--- config.mk ---
export PLATFORM = sky130hd
export DESIGN_NAME = e1_rx_perf_error_counters
export DESIGN_NICKNAME = d
export VERILOG_FILES = /design/src/rtl/e1_perf_pkg.sv /design/src/rtl/perf_cnt_if.sv /design/src/rtl/perf_counter.sv /design/src/rtl/e1_rx_perf_error_counters.sv
export VERILOG_INCLUDE_DIRS = /design/src /design/src/rtl
export SDC_FILE = /design/constraint.sdc
export NUM_CORES = 1
export LEC_CHECK = 0
export BUFFER_PORTS_ARGS = -buffer_cell sky130_fd_sc_hd__buf_2
export CAP_MARGIN = 5
export CORE_MARGIN = 2
export CORE_UTILIZATION = 55
export CTS_CLUSTER_SIZE = 25
export DETAILED_ROUTE_END_ITERATION = 8
export PLACE_DENSITY = 0.85
export SLEW_MARGIN = 20
export SYNTH_ARGS = -nofsm -noshare
export SYNTH_HDL_FRONTEND = slang
export SYNTH_SLANG_ARGS = --single-unit
--- constraint.sdc ---
create_clock -name clk -period 2.24 [get_ports clk]
set_clock_uncertainty 0.2 [all_clocks]
set_input_delay 0 -clock clk [delete_from_list [all_inputs] [get_ports clk]]
set_output_delay 0 -clock clk [all_outputs]
set_load 0.02 [all_outputs]
--- src/rtl/e1_perf_params.svh ---
`ifndef E1_PERF_PARAMS_SVH
`define E1_PERF_PARAMS_SVH

// register offsets inside one channel page
`define OFS_FA_HI        12'h902
`define OFS_FA_LO        12'h903
`define OFS_SEF          12'h904
`define OFS_CRC_HI       12'h905
`define OFS_CRC_LO       12'h906
`define OFS_IRQ_STATUS   12'h9f0
`define OFS_IRQ_ENABLE   12'h9f1
`define OFS_IRQ_CLEAR    12'h9f2

// counter widths
`define FA_CNT_W         16
`define SEF_CNT_W        8
`define CRC_CNT_W        16

// interrupt status bit positions
`define EVT_FA_ERR       0
`define EVT_SEF          1
`define EVT_CRC_ERR      2
`define EVT_FA_SAT       3
`define EVT_SEF_SAT      4
`define EVT_CRC_SAT      5
`define EVT_ORDER        6
`define EVT_NUM          7

// reset values
`define CNT_RESET        16'h0000
`define IRQ_STATUS_RESET 7'h00
`define IRQ_ENABLE_RESET 7'h00
`define RDATA_RESET      8'h00

`endif

--- src/rtl/e1_perf_pkg.sv ---
`include "e1_perf_params.svh"

package e1_perf_pkg;

    typedef enum logic [3:0] {
        SEL_NONE       = 4'b0000,
        SEL_FA_HI      = 4'b0001,
        SEL_FA_LO      = 4'b0010,
        SEL_SEF        = 4'b0011,
        SEL_CRC_HI     = 4'b0100,
        SEL_CRC_LO     = 4'b0101,
        SEL_IRQ_STATUS = 4'b0110,
        SEL_IRQ_ENABLE = 4'b0111,
        SEL_IRQ_CLEAR  = 4'b1000
    } reg_sel_t;

    typedef enum logic [0:0] {
        FAS_GOOD    = 1'b0,
        FAS_ONE_BAD = 1'b1
    } sef_state_t;

    typedef struct packed {
        sef_state_t            sef_st;
        logic [`EVT_NUM-1:0]   status;
        logic [`EVT_NUM-1:0]   enable;
        logic [7:0]            rdata;
    } main_state_t;

endpackage : e1_perf_pkg

--- src/rtl/perf_cnt_if.sv ---
`timescale 1ns/100ps

interface perf_cnt_if #(
    parameter int W = 16
);
    logic         inc;
    logic         rd_hi;
    logic         rd_lo;
    logic [W-1:0] cnt;
    logic [7:0]   lo_snap;
    logic         snap_vld;
    logic         sat;

    modport ctr  (input inc, input rd_hi, input rd_lo,
                  output cnt, output lo_snap, output snap_vld, output sat);
    modport host (output inc, output rd_hi, output rd_lo,
                  input cnt, input lo_snap, input snap_vld, input sat);
endinterface : perf_cnt_if

--- src/rtl/perf_counter.sv ---
`timescale 1ns/100ps
`include "e1_perf_params.svh"

module perf_counter #(
    parameter int W = 16
) (
    input  wire logic clk,
    input  wire logic rst,
    perf_cnt_if.ctr   c
);

    typedef struct packed {
        logic [W-1:0] cnt;
        logic [7:0]   snap;
        logic         snap_vld;
        logic         sat;
    } ctr_state_t;

    localparam logic [W-1:0] CNT_MAX  = {W{1'b1}};
    localparam logic [W-1:0] CNT_ZERO = W'(`CNT_RESET);
    localparam logic [W-1:0] CNT_ONE  = W'(1);

    ctr_state_t   s_q;
    ctr_state_t   s_d;
    logic [W-1:0] base;

    always_comb begin
        s_d     = s_q;
        s_d.sat = 1'b0;
        base    = s_q.cnt;
        if (c.rd_hi) begin
            // upper read freezes the low byte and restarts from zero
            s_d.snap     = s_q.cnt[7:0];
            s_d.snap_vld = (W > 8);
            base         = CNT_ZERO;
        end else if (c.rd_lo) begin
            // lower read without a prior upper read clears nothing
            s_d.snap_vld = 1'b0;
        end
        if (c.inc) begin
            // an event in the read cycle counts into the new period
            if (base != CNT_MAX) begin
                s_d.cnt = base + CNT_ONE;
                s_d.sat = ((base + CNT_ONE) == CNT_MAX);
            end else begin
                s_d.cnt = base;
            end
        end else begin
            s_d.cnt = base;
        end
    end

    always_ff @(posedge clk or posedge rst) begin
        if (rst) begin
            s_q <= '0;
        end else begin
            s_q <= s_d;
        end
    end

    assign c.cnt      = s_q.cnt;
    assign c.lo_snap  = s_q.snap;
    assign c.snap_vld = s_q.snap_vld;
    assign c.sat      = s_q.sat;

endmodule : perf_counter

--- src/rtl/e1_rx_perf_error_counters.sv ---
// Our own choice: the strobed register port.
`timescale 1ns/100ps
`include "e1_perf_params.svh"

// Function
// - count errored frame alignment words in a 16-bit counter since last read
// - each 16-bit counter is read as an upper byte and a lower byte
// - reading the upper byte clears a 16-bit counter so counting restarts from zero
// - count severely errored frames in an 8-bit counter since last read
// - two consecutive errored alignment words without loss of frame make one event
// - the severely errored frame counter clears when it is read
// - count CRC-4 block errors in a 16-bit counter since last read
module e1_rx_perf_error_counters #(
    parameter logic [3:0] CHAN_ID = 4'h0
) (
    input  wire logic        clk,
    input  wire logic        rst,
    input  wire logic [15:0] addr,
    input  wire logic [7:0]  wdata,
    input  wire logic        wr,
    input  wire logic        rd,
    output logic      [7:0]  rdata,
    input  wire logic        fas_strobe,
    input  wire logic        fas_err,
    input  wire logic        lof,
    input  wire logic        crc4_err,
    output logic             irq
);

    e1_perf_pkg::main_state_t s_q;
    e1_perf_pkg::main_state_t s_d;
    e1_perf_pkg::reg_sel_t    sel;

    logic                     chan_hit;
    logic [11:0]              ofs;
    logic                     fa_inc;
    logic                     sef_inc;
    logic                     crc_inc;
    logic                     rd_fa_hi;
    logic                     rd_fa_lo;
    logic                     rd_sef;
    logic                     rd_crc_hi;
    logic                     rd_crc_lo;
    logic                     order_fault;
    logic [`EVT_NUM-1:0]      events;
    logic [`EVT_NUM-1:0]      clr_mask;

    perf_cnt_if #(.W(`FA_CNT_W))  fa_if ();
    perf_cnt_if #(.W(`SEF_CNT_W)) sef_if ();
    perf_cnt_if #(.W(`CRC_CNT_W)) crc_if ();

    // ------------------------------------------------------------------
    // address decode: upper nibble selects the channel page
    // ------------------------------------------------------------------
    assign chan_hit = (addr[15:12] == CHAN_ID);
    assign ofs      = addr[11:0];

    always_comb begin
        sel = e1_perf_pkg::SEL_NONE;
        if (chan_hit) begin
            case (ofs)
                `OFS_FA_HI: begin
                    sel = e1_perf_pkg::SEL_FA_HI;
                end
                `OFS_FA_LO: begin
                    sel = e1_perf_pkg::SEL_FA_LO;
                end
                `OFS_SEF: begin
                    sel = e1_perf_pkg::SEL_SEF;
                end
                `OFS_CRC_HI: begin
                    sel = e1_perf_pkg::SEL_CRC_HI;
                end
                `OFS_CRC_LO: begin
                    sel = e1_perf_pkg::SEL_CRC_LO;
                end
                `OFS_IRQ_STATUS: begin
                    sel = e1_perf_pkg::SEL_IRQ_STATUS;
                end
                `OFS_IRQ_ENABLE: begin
                    sel = e1_perf_pkg::SEL_IRQ_ENABLE;
                end
                `OFS_IRQ_CLEAR: begin
                    sel = e1_perf_pkg::SEL_IRQ_CLEAR;
                end
                default: begin
                    sel = e1_perf_pkg::SEL_NONE;
                end
            endcase
        end
    end

    // ------------------------------------------------------------------
    // read strobes towards the counters
    // ------------------------------------------------------------------
    assign rd_fa_hi  = rd && (sel == e1_perf_pkg::SEL_FA_HI);
    assign rd_fa_lo  = rd && (sel == e1_perf_pkg::SEL_FA_LO);
    assign rd_sef    = rd && (sel == e1_perf_pkg::SEL_SEF);
    assign rd_crc_hi = rd && (sel == e1_perf_pkg::SEL_CRC_HI);
    assign rd_crc_lo = rd && (sel == e1_perf_pkg::SEL_CRC_LO);

    // lower byte read that was not preceded by its upper byte read
    assign order_fault = (rd_fa_lo && !fa_if.snap_vld) || (rd_crc_lo && !crc_if.snap_vld);

    // ------------------------------------------------------------------
    // event sources from the receive framer
    // ------------------------------------------------------------------
    assign fa_inc  = fas_strobe && fas_err;
    assign crc_inc = crc4_err;

    always_comb begin
        sef_inc = 1'b0;
        case (s_q.sef_st)
            e1_perf_pkg::FAS_GOOD: begin
                sef_inc = 1'b0;
            end
            e1_perf_pkg::FAS_ONE_BAD: begin
                // second errored word in a row, framer still in frame
                sef_inc = fas_strobe && fas_err && !lof;
            end
            default: begin
                sef_inc = 1'b0;
            end
        endcase
    end

    // ------------------------------------------------------------------
    // counter hookup
    // ------------------------------------------------------------------
    assign fa_if.inc    = fa_inc;
    assign fa_if.rd_hi  = rd_fa_hi;
    assign fa_if.rd_lo  = rd_fa_lo;

    assign sef_if.inc   = sef_inc;
    assign sef_if.rd_hi = rd_sef;
    assign sef_if.rd_lo = 1'b0;

    assign crc_if.inc   = crc_inc;
    assign crc_if.rd_hi = rd_crc_hi;
    assign crc_if.rd_lo = rd_crc_lo;

    perf_counter #(.W(`FA_CNT_W)) u_fa_cnt (
        .clk (clk),
        .rst (rst),
        .c   (fa_if.ctr)
    );

    perf_counter #(.W(`SEF_CNT_W)) u_sef_cnt (
        .clk (clk),
        .rst (rst),
        .c   (sef_if.ctr)
    );

    perf_counter #(.W(`CRC_CNT_W)) u_crc_cnt (
        .clk (clk),
        .rst (rst),
        .c   (crc_if.ctr)
    );

    // ------------------------------------------------------------------
    // interrupt events
    // ------------------------------------------------------------------
    always_comb begin
        events               = '0;
        events[`EVT_FA_ERR]  = fa_inc;
        events[`EVT_SEF]     = sef_inc;
        events[`EVT_CRC_ERR] = crc_inc;
        events[`EVT_FA_SAT]  = fa_if.sat;
        events[`EVT_SEF_SAT] = sef_if.sat;
        events[`EVT_CRC_SAT] = crc_if.sat;
        events[`EVT_ORDER]   = order_fault;
    end

    assign clr_mask = (wr && (sel == e1_perf_pkg::SEL_IRQ_CLEAR)) ? wdata[`EVT_NUM-1:0] : '0;

    // ------------------------------------------------------------------
    // next state
    // ------------------------------------------------------------------
    always_comb begin
        s_d = s_q;

        // consecutive errored alignment word tracker
        case (s_q.sef_st)
            e1_perf_pkg::FAS_GOOD: begin
                if (fas_strobe && fas_err && !lof) begin
                    s_d.sef_st = e1_perf_pkg::FAS_ONE_BAD;
                end
            end
            e1_perf_pkg::FAS_ONE_BAD: begin
                // a counted pair starts a fresh pair; out of frame restarts too
                if (lof || fas_strobe) begin
                    s_d.sef_st = e1_perf_pkg::FAS_GOOD;
                end
            end
            default: begin
                s_d.sef_st = e1_perf_pkg::FAS_GOOD;
            end
        endcase

        // sticky status: a new event beats a clear in the same cycle
        s_d.status = (s_q.status & ~clr_mask) | events;

        if (wr && (sel == e1_perf_pkg::SEL_IRQ_ENABLE)) begin
            s_d.enable = wdata[`EVT_NUM-1:0];
        end

        // read data stand only in the cycle after the strobe
        s_d.rdata = `RDATA_RESET;
        if (rd) begin
            case (sel)
                e1_perf_pkg::SEL_FA_HI: begin
                    s_d.rdata = fa_if.cnt[15:8];
                end
                e1_perf_pkg::SEL_FA_LO: begin
                    s_d.rdata = fa_if.snap_vld ? fa_if.lo_snap : fa_if.cnt[7:0];
                end
                e1_perf_pkg::SEL_SEF: begin
                    s_d.rdata = sef_if.cnt;
                end
                e1_perf_pkg::SEL_CRC_HI: begin
                    s_d.rdata = crc_if.cnt[15:8];
                end
                e1_perf_pkg::SEL_CRC_LO: begin
                    s_d.rdata = crc_if.snap_vld ? crc_if.lo_snap : crc_if.cnt[7:0];
                end
                e1_perf_pkg::SEL_IRQ_STATUS: begin
                    s_d.rdata = {1'b0, s_q.status};
                end
                e1_perf_pkg::SEL_IRQ_ENABLE: begin
                    s_d.rdata = {1'b0, s_q.enable};
                end
                default: begin
                    s_d.rdata = `RDATA_RESET;
                end
            endcase
        end
    end

    always_ff @(posedge clk or posedge rst) begin
        if (rst) begin
            s_q.sef_st <= e1_perf_pkg::FAS_GOOD;
            s_q.status <= `IRQ_STATUS_RESET;
            s_q.enable <= `IRQ_ENABLE_RESET;
            s_q.rdata  <= `RDATA_RESET;
        end else begin
            s_q <= s_d;
        end
    end

    assign rdata = s_q.rdata;
    assign irq   = |(s_q.status & s_q.enable);

endmodule : e1_rx_perf_error_counters

==> results of run 1 <==
-- worst min path at each step --
stage                        from                            to  slack [ns]  cells past startpoint
after CTS                 addr[0]  u_crc_cnt.c.cnt[0]$_DFF_PP0_        0.06                      5
after detailed placement      rst  u_crc_cnt.c.cnt[0]$_DFF_PP0_       -0.04                      3
after floorplan               lof             s_q[22]$_DFF_PP0_       -0.13                      1
after global routing           wr           s_q[13]$_DFFE_PP0P_        0.09                      5
after global placement        rst  u_crc_cnt.c.cnt[0]$_DFF_PP0_       -0.05                      3
final                     addr[0]  u_crc_cnt.c.cnt[0]$_DFF_PP0_        0.06                      5
-- power groups by stage --
| stage | clock (mW) | combinational, mW | sequential (mW) |
|---|---|---|---|
| global placement | 0 | 0.817 | 1.80 |
| floorplan | 0 | 0.411 | 1.83 |
| detailed placement | 0 | 0.867 | 1.81 |
| finish | 1.12 | 1.03 | 1.78 |
| global route | 1.18 | 1.12 | 1.79 |
| CTS | 1.11 | 0.920 | 1.78 |
-- registers in the layout (all words and copies together), names as in the netlist --
name,cells
u_crc_cnt.c.sat,1
u_fa_cnt.c.cnt,16
u_crc_cnt.c.cnt,16
s_q,15
u_sef_cnt.c.sat,1
u_sef_cnt.c.cnt,8
u_fa_cnt.c.snap_vld,1
u_crc_cnt.c.snap_vld,1
u_crc_cnt.c.lo_snap,8
u_fa_cnt.c.lo_snap,8
rdata,8
u_fa_cnt.c.sat,1
-- synthesized netlist by cell type, drive strengths merged, types with 5 or more instances --
cell,instances
nor4,12
or3,11
xor2,16
a31oi,6
nor3,16
inv,15
or4,6
a32oi,7
and2,7
nand2b,8
mux2i,20
a41oi,5
nand3,30
nor2,32
a21o,6
xnor2,12
buf,20
mux2,17
nand2,111
clkbuf,15
dfrtp,84
a21oi,10
and3,8
o21ai,20
nand4,18
-- per-stage QoR --
stage	cells	setup TNS [ns]	instance area [sq um]	util [%]	worst slack, ns
CTS	835	-0.0509	6610	72.5	-0.0215
global route	843	-0.775	6840	75.1	-0.135
global placement	796	-10.68	6140	67.4	-0.414
detailed placement	796	-14.04	6140	67.4	-0.478
floorplan	572	-4.43	5150	-	-0.359
finish	843	-0.240	6840	75.1	-0.0833
-- cells by family (layout without fill, tap and decap cells) --
logic type      after synthesis  count (layout)  share of synthesized area [%]
compound gates               89              89                           12.7
xor+xnor                     28              28                           4.83
fa+ha+maj                     2               2                          0.493
buf+inv                      50             210                           4.63
flops                        84              84                           41.4
mux                          37              37                           7.72
simple gates                282             282                           28.2
-- cell type report --
cell class,instances,area (sq um),area share [%]
timing repair buffer,179,1350,19.7
multi-input combinational,438,2990,43.7
clock inverter,7,75.1,1.10
sequential,84,2100,30.7
inverter,15,60.1,0.878
clock buffer,9,124,1.81
tap,111,139,2.03
-- worst max-delay path: cells and delay by family --
family          cells  cell delay [ns]
compound gates      2             0.40
xor+xnor            1             0.20
fa+ha+maj           1             0.16
buf+inv             2             0.17
simple gates        5             1.45
-- routing by layer --
metal | global-route usage [%] | part of all wire (%) | wire [um] | vias up
met5 | 0 | 0 | 0 | -
met4 | 10.9 | 4.5 | 731 | 0
met3 | 6.75 | 9.8 | 1610 | 81
met2 | 52.9 | 46 | 7560 | 384
met1 | 44.5 | 40 | 6480 | 2577
li1 | - | - | - | 2384
-- timing repair --
action / 4_1_cts / 5_1_grt
gates resized for setup: 11 / 37
pin swaps: 1 / 10
buffers inserted: 5 / 8
setup endpoints to repair: 7 / 33
endpoints found under the hold margin: 112 / 0
hold buffers: 18 / 0
==> reports/results.md, run 1 <==
| Result | Reported | Unit |
|---|---|---|
| Fraction of power consumed by combinational cells | 26.2 | % |
| Total gr overflow | 0 | - |
| Worst Path Max Fanout | 4 | - |
| DRC violations left | 0 | - |
| Worst ir drop on vdd | 0.322 | mV |
| Per-cell via count in the routed design | 6.44 | - |
| Antenna Cells | 0 | - |
| Clock slew at reported path FFs | 0.09 | ns |
| Critical path class | in -> reg | - |
| Core outline area | 9110 | sq um |
| Insertion delay to the later sink of the worst-skew pair | 0.36 | ns |
| Seq/Total Area, Yosys | 41.4 | % |
| Worst Path Required | 2.28 | ns |
| CP dominant cell by count | sky130_fd_sc_hd__nand4_1 | - |
| DRT antenna net count | 0 | - |
| Global routing usage summed across all routing layers | 32.8 | % |
| Leading cell types in the layout, fill and taps excluded | 116 x sky130_fd_sc_hd__buf_4, 107 x sky130_fd_sc_hd__nand2_1, 84 x sky130_fd_sc_hd__dfrtp_1 | - |
| Fill cell total of the finished layout | 604 | - |
| Number of port buffers | 39 | - |
| Routed wire length per instance | 19.4 | um |
| Total number of placement rows | 35 | - |
| Slew HR | 46.6 | % |
| Synthesis-to-layout area growth | 34.7 | % |
| Count of mapped cells out of synthesis | 572 | - |
| Library cell contributing the largest single delay on the critical path | sky130_fd_sc_hd__or4b_1 | - |
| Maximum Capacitance Violations | 0 | - |
| Transition at the pin with the smallest max-transition slack | 0.794 | ns |
| Fraction of final layout cells with drive strength greater than 1 | 33.3 | % |
| Worst Slack Setup Final | -0.0833 | ns |
| Cell at the root of the clock tree | sky130_fd_sc_hd__clkbuf_8 | - |
| Reg power frac | 45.3 | % |
| Cell types occupying the most area after synthesis | sky130_fd_sc_hd__dfrtp_1 41%, sky130_fd_sc_hd__nand2_1 8.2%, sky130_fd_sc_hd__mux2i_1 3.9% | - |
| Total Wirelength | 16,400 | um |
| Failing checks | setup timing | - |
| Beginning of the critical path | addr[6] | - |
| # clock sinks | 84 | - |
| Post-synthesis cell type count | 64 | - |
| Time the worst path needs with I/O delays and setup | 2.32 | ns |
| Number of synthesized register bits | 84 | - |
| Post-detail-place hpwl | 11,400 | um |
| Internal portion of total power | 2.66 | mW |
| I/O pin cnt | 41 | - |
| Critical path launch point type | input pin | - |
| Total count of hold-check failures in the final report | 0 | - |
| Final number of max-transition violations | 0 | - |
| Worst hold-check path type | in -> reg | - |
| Path depth of the worst reg2reg path | 6 | - |
| CP Capture Type | flip-flop | - |
| Status | complete, but fails checks | - |
| Die Span Y | 100 | um |
| Clk network pwr share | 28.5 | % |
| Hold Worst Slack | 0.0623 | ns |
| Yosys top cell area share | 41.4 | % |
| Antenna violations before repair | 0 | - |
| Pin count of the biggest net entering global routing | 85 | - |
| End of the worst register-to-register path | u_crc_cnt.c.cnt[9]$_DFF_PP0_ | - |
| Worst-path cell chain | buf_8 -> or4b_1 -> or4_4 -> a31o_4 -> o21ai_4 -> inv_2 -> ha_4 -> nand4_1 -> and2_4 -> nand4_1 -> xor2_1 | - |
| Final setup fails | 7 | - |
| Proportion of total power due to net switching | 32.3 | % |
| Total CTS buffers | 9 | - |
| Clock tree from TritonCTS | built | - |
| Synth Area per Inst | 8.87 | sq um |
| Total design power | 3.94 | mW |
| DR vias | 5,426 | - |
| Global-route wire length before repair | 25,600 | um |
| Commonest register cell after synthesis | sky130_fd_sc_hd__dfrtp_1 | - |
| Most common cell after layout, fill and taps aside | sky130_fd_sc_hd__buf_4 | - |
| Routability cong. | 0.980 | - |
| RSZ-0062 raised after global routing | true | - |
| H-tree level count | 3 | - |
| Period utilisation layout | 104 | % |
| Buffer depth of the longest clock path | 2 | - |
| Ys async rst share | 100 | % |
| Crit path to | u_sef_cnt.c.cnt[3]$_DFF_PP0_ | - |
| NetSw | 1.27 | mW |
| Iteration count of the initial detailed-routing pass | 5 | - |
| Critical Path Max Stage Delay | 0.50 | ns |
| WP data arrival | 2.37 | ns |
| Initial Utilization | 55.7 | % |
| Iteration-0 DRC count of the detailed router | 729 | - |
| Leakage | 3.23 | nW |
| Post-Syn Nets | 606 | - |
| Reg2reg start | u_crc_cnt.c.cnt[0]$_DFF_PP0_ | - |
| Library cell with the largest summed area after synthesis | sky130_fd_sc_hd__dfrtp_1 | - |
| Cell Area, Synth | 5070 | sq um |
| Final #Nets | 761 | - |
| Via count of the first global-routing pass | 5,108 | - |
| Die X-Extent | 100 | um |
| Yosys warns | 0 | - |
| Cell area power density | 576 | nW/um^2 |
| Achievable frequency | 430 | MHz |
| Floorplan die area | 10,000 | sq um |
| Post-synth EDFFs | 0 | - |
| Flop-to-flop setup slack | 0.06 | ns |
Power figures use the tool's default switching activity.
==> inputs of run 2 (changes only) <==
Settings changed: BUFFER_PORTS_ARGS -buffer_cell sky130_fd_sc_hd__buf_2 to unset, CORE_UTILIZATION 55 to 58, DONT_BUFFER_PORTS set to 1, PLACE_DENSITY 0.85 to 0.84.
==> run 2 against run 1 <==
Against the previous run:
- the flow finishes with violations (DRC, hold timing)
- fmax increased by 4.5%
- utilization down 1.9 points
- combinational power shrank 23%
- clock-buffer cell count is 2 higher
- via count is 4.9% lower
- sequential cell count did not move
==> reports/results.md, run 2 (synthesis results as in run 1) <==
| Result | Reported | Unit | Delta |
|---|---|---|---|
| Status | complete, but fails checks | - | unchanged |
| Failing checks | DRC, hold timing | - | was setup timing |
| Core outline area | 8590 | sq um | was 9110 sq um |
| DRC violations left | 4 | - | was 0 |
| Routability cong. | 1.05 | - | was 0.980 |
| Leading cell types in the layout, fill and taps excluded | 111 x sky130_fd_sc_hd__nand2_1, 80 x sky130_fd_sc_hd__dfrtp_1, 79 x sky130_fd_sc_hd__buf_4 | - | was 116 x sky130_fd_sc_hd__buf_4, 107 x sky130_fd_sc_hd__nand2_1, 84 x sky130_fd_sc_hd__dfrtp_1 |
| Final standard cell area without fillers | 6290 | sq um | was 6840 sq um |
| WP data arrival | 2.27 | ns | was 2.37 ns |
| Global-route wire length before repair | 25,500 | um | was 25,600 um |
| Number of port buffers | 0 | - | was 39 |
| Worst ir drop on vdd | 0.275 | mV | was 0.322 mV |
| I/O pin cnt | 41 | - | unchanged |
| DR vias | 5,161 | - | was 5,426 |
| DRT antenna net count | 0 | - | unchanged |
| Final number of max-transition violations | 0 | - | unchanged |
| Worst hold-check path type | in -> async | - | was in -> reg |
| Time the worst path needs with I/O delays and setup | 2.22 | ns | was 2.32 ns |
| Floorplan die area | 9510 | sq um | was 10,000 sq um |
| Gate family responsible for the most delay along the worst path | simple AND/OR/NAND/NOR gates | - | unchanged |
| Buffer depth of the longest clock path | 2 | - | unchanged |
| Antenna violations before repair | 0 | - | unchanged |
| Total count of hold-check failures in the final report | 4 | - | was 0 |
| Most common cell after layout, fill and taps aside | sky130_fd_sc_hd__nand2_1 | - | was sky130_fd_sc_hd__buf_4 |
| Total Wirelength | 16,100 | um | was 16,400 um |
| Cell at the root of the clock tree | sky130_fd_sc_hd__clkbuf_8 | - | unchanged |
| Die Span Y | 97.5 | um | was 100 um |
| Total number of placement rows | 34 | - | was 35 |
| Slew HR | 55.7 | % | was 46.6% |
| Worst Path Max Fanout | 6 | - | was 4 |
| Clock slew at reported path FFs | 0.09 | ns | about the same |
| Worst-path cell chain | and4_1 -> o311ai_0 -> buf_4 -> or4b_2 -> xor2_1 -> nor2_1 | - | was buf_8 -> or4b_1 -> or4_4 -> a31o_4 -> o21ai_4 -> inv_2 -> ha_4 -> nand4_1 -> and2_4 -> nand4_1 -> xor2_1 |
| Initial Utilization | 59.1 | % | was 55.7% |
| Filler-free cell count of the finished design | 769 | - | was 843 |
| Total gr overflow | 0 | - | unchanged |
| Total instance count after detailed placement | 726 | - | was 796 |
| # clock sinks | 84 | - | unchanged |
| Insertion delay to the later sink of the worst-skew pair | 0.36 | ns | about the same |
| CP Capture Type | flip-flop | - | unchanged |
| Post-detailed-placement cell area | 5730 | sq um | was 6140 sq um |
| Post-CTS Repair Setup Buffers | 0 | - | was 5 |
| Library cell contributing the largest single delay on the critical path | sky130_fd_sc_hd__or4b_2 | - | was sky130_fd_sc_hd__or4b_1 |
| Iteration-0 DRC count of the detailed router | 695 | - | was 729 |
| Final setup fails | 0 | - | was 7 |
| Iteration count of the initial detailed-routing pass | 9 | - | was 5 |
| Post-detail-place hpwl | 11,400 | um | about the same |
| Synthesis-to-layout area growth | 23.9 | % | was 34.7% |
| Achievable frequency | 450 | MHz | was 430 MHz |
| Antenna Cells | 0 | - | unchanged |
| Cell area power density | 610 | nW/um^2 | was 576 nW/um^2 |
| Maximum Capacitance Violations | 0 | - | unchanged |
| Pin count of the biggest net entering global routing | 38 | - | was 85 |
| Critical Path Max Stage Delay | 0.63 | ns | was 0.50 ns |
| Final #Nets | 691 | - | was 761 |
| Per-cell via count in the routed design | 6.71 | - | was 6.44 |
| Clock tree from TritonCTS | built | - | unchanged |
| Hold Worst Slack | -0.00412 | ns | was 0.0623 ns |
| Die X-Extent | 97.5 | um | was 100 um |
| Global routing usage summed across all routing layers | 33.6 | % | was 32.8% |
| Period utilisation layout | 99.2 | % | was 104% |
| Leakage | 2.86 | nW | was 3.23 nW |
| Routed wire length per instance | 21.0 | um | was 19.4 um |
| Total CTS buffers | 9 | - | unchanged |
| Fraction of final layout cells with drive strength greater than 1 | 21.6 | % | was 33.3% |
| Transition at the pin with the smallest max-transition slack | 0.660 | ns | was 0.794 ns |
| Count of buffer and inverter cells on the critical path | 1 | - | was 2 |
| H-tree level count | 3 | - | unchanged |
| Via count of the first global-routing pass | 5,082 | - | was 5,108 |
| Critical path class | reg -> reg | - | was in -> reg |
| Critical path launch point type | flip-flop | - | was input pin |
| Fill cell total of the finished layout | 596 | - | was 604 |
| Worst Path Required | 2.29 | ns | was 2.28 ns |
==> run 2: what timing repair did <==
| action | in CTS | in global routing |
|---|---|---|
| gates resized for setup | 1 | 16 |
| hold endpoints to repair | 149 | 0 |
| hold buffers | 28 | 0 |
| setup endpoints to repair | 2 | 24 |
==> run 2: final timing paths <==
path	startpoint	to	slack, ns	cells after the start
worst max register to register	u_crc_cnt.c.cnt[0]$_DFF_PP0_	u_crc_cnt.c.cnt[9]$_DFF_PP0_	0.02	6
worst max-delay path	u_crc_cnt.c.cnt[0]$_DFF_PP0_	u_crc_cnt.c.cnt[9]$_DFF_PP0_	0.02	6
worst min register to register	u_fa_cnt.c.sat$_DFF_PP0_	s_q[18]$_DFF_PP0_	0.23	1
min in group clk	rd	u_crc_cnt.c.cnt[0]$_DFF_PP0_	0.02	4
worst min-delay path	rst	u_fa_cnt.c.lo_snap[2]$_DFFE_PP0P_	-0.004	2
max in group asynchronous	rst	u_sef_cnt.c.cnt[4]$_DFF_PP0_	1.21	3
==> run 2: power breakdown <==
part           total, mW  switching (mW)  leakage, nW  internal, mW
clock               1.21           0.557        0.109         0.654
sequential          1.83           0.172         1.11          1.66
combinational      0.794           0.428         1.64         0.366
==> run 2: through the flow <==
stage	total power [mW]	hold slack [ns]	TNS [ns]	worst slack [ns]	util [%]
2_1_floorplan	2.24	-0.134	-4.43	-0.359	-
3_3_place_gp	2.52	-0.234	-4.74	-0.287	66.7
3_5_place_dp	2.57	-0.218	-7.83	-0.383	66.7
4_1_cts	3.78	0.00564	0	0.00856	72.5
5_1_grt	3.97	0.0252	-0.287	-0.0946	73.2
6_report	3.84	-0.00412	0	0.0176	73.2
==> run 2: area by class of cell <==
cell class              instances  area (sq um)  area share [%]
well taps                     108           135            2.15
inverters                      15          60.1           0.955
repair buffers                109           913            14.5
flip-flops and latches         84          2110            33.5
clock buffers                  11           141            2.25
clock inverters                 4          73.8            1.17
multi-input cells             438          2860            45.4
==> run 2: worst reg2reg max path, stage by stage (launching register included) <==
cell and delay (ns):
sky130_fd_sc_hd__dfrtp_2 0.43, sky130_fd_sc_hd__and4_1 0.25, sky130_fd_sc_hd__o311ai_0 0.18, sky130_fd_sc_hd__buf_4 0.21
sky130_fd_sc_hd__or4b_2 0.63, sky130_fd_sc_hd__xor2_1 0.15, sky130_fd_sc_hd__nor2_1 0.05
==> run 2: routing by layer <==
metal  part of all wire (%)  GRT usage (%)  wire length (um)
met3                     11           5.83              1720
met2                     46           53.5              7480
met5                      0              0                 0
met1                     38           45.3              6200
met4                    4.5           14.6               723
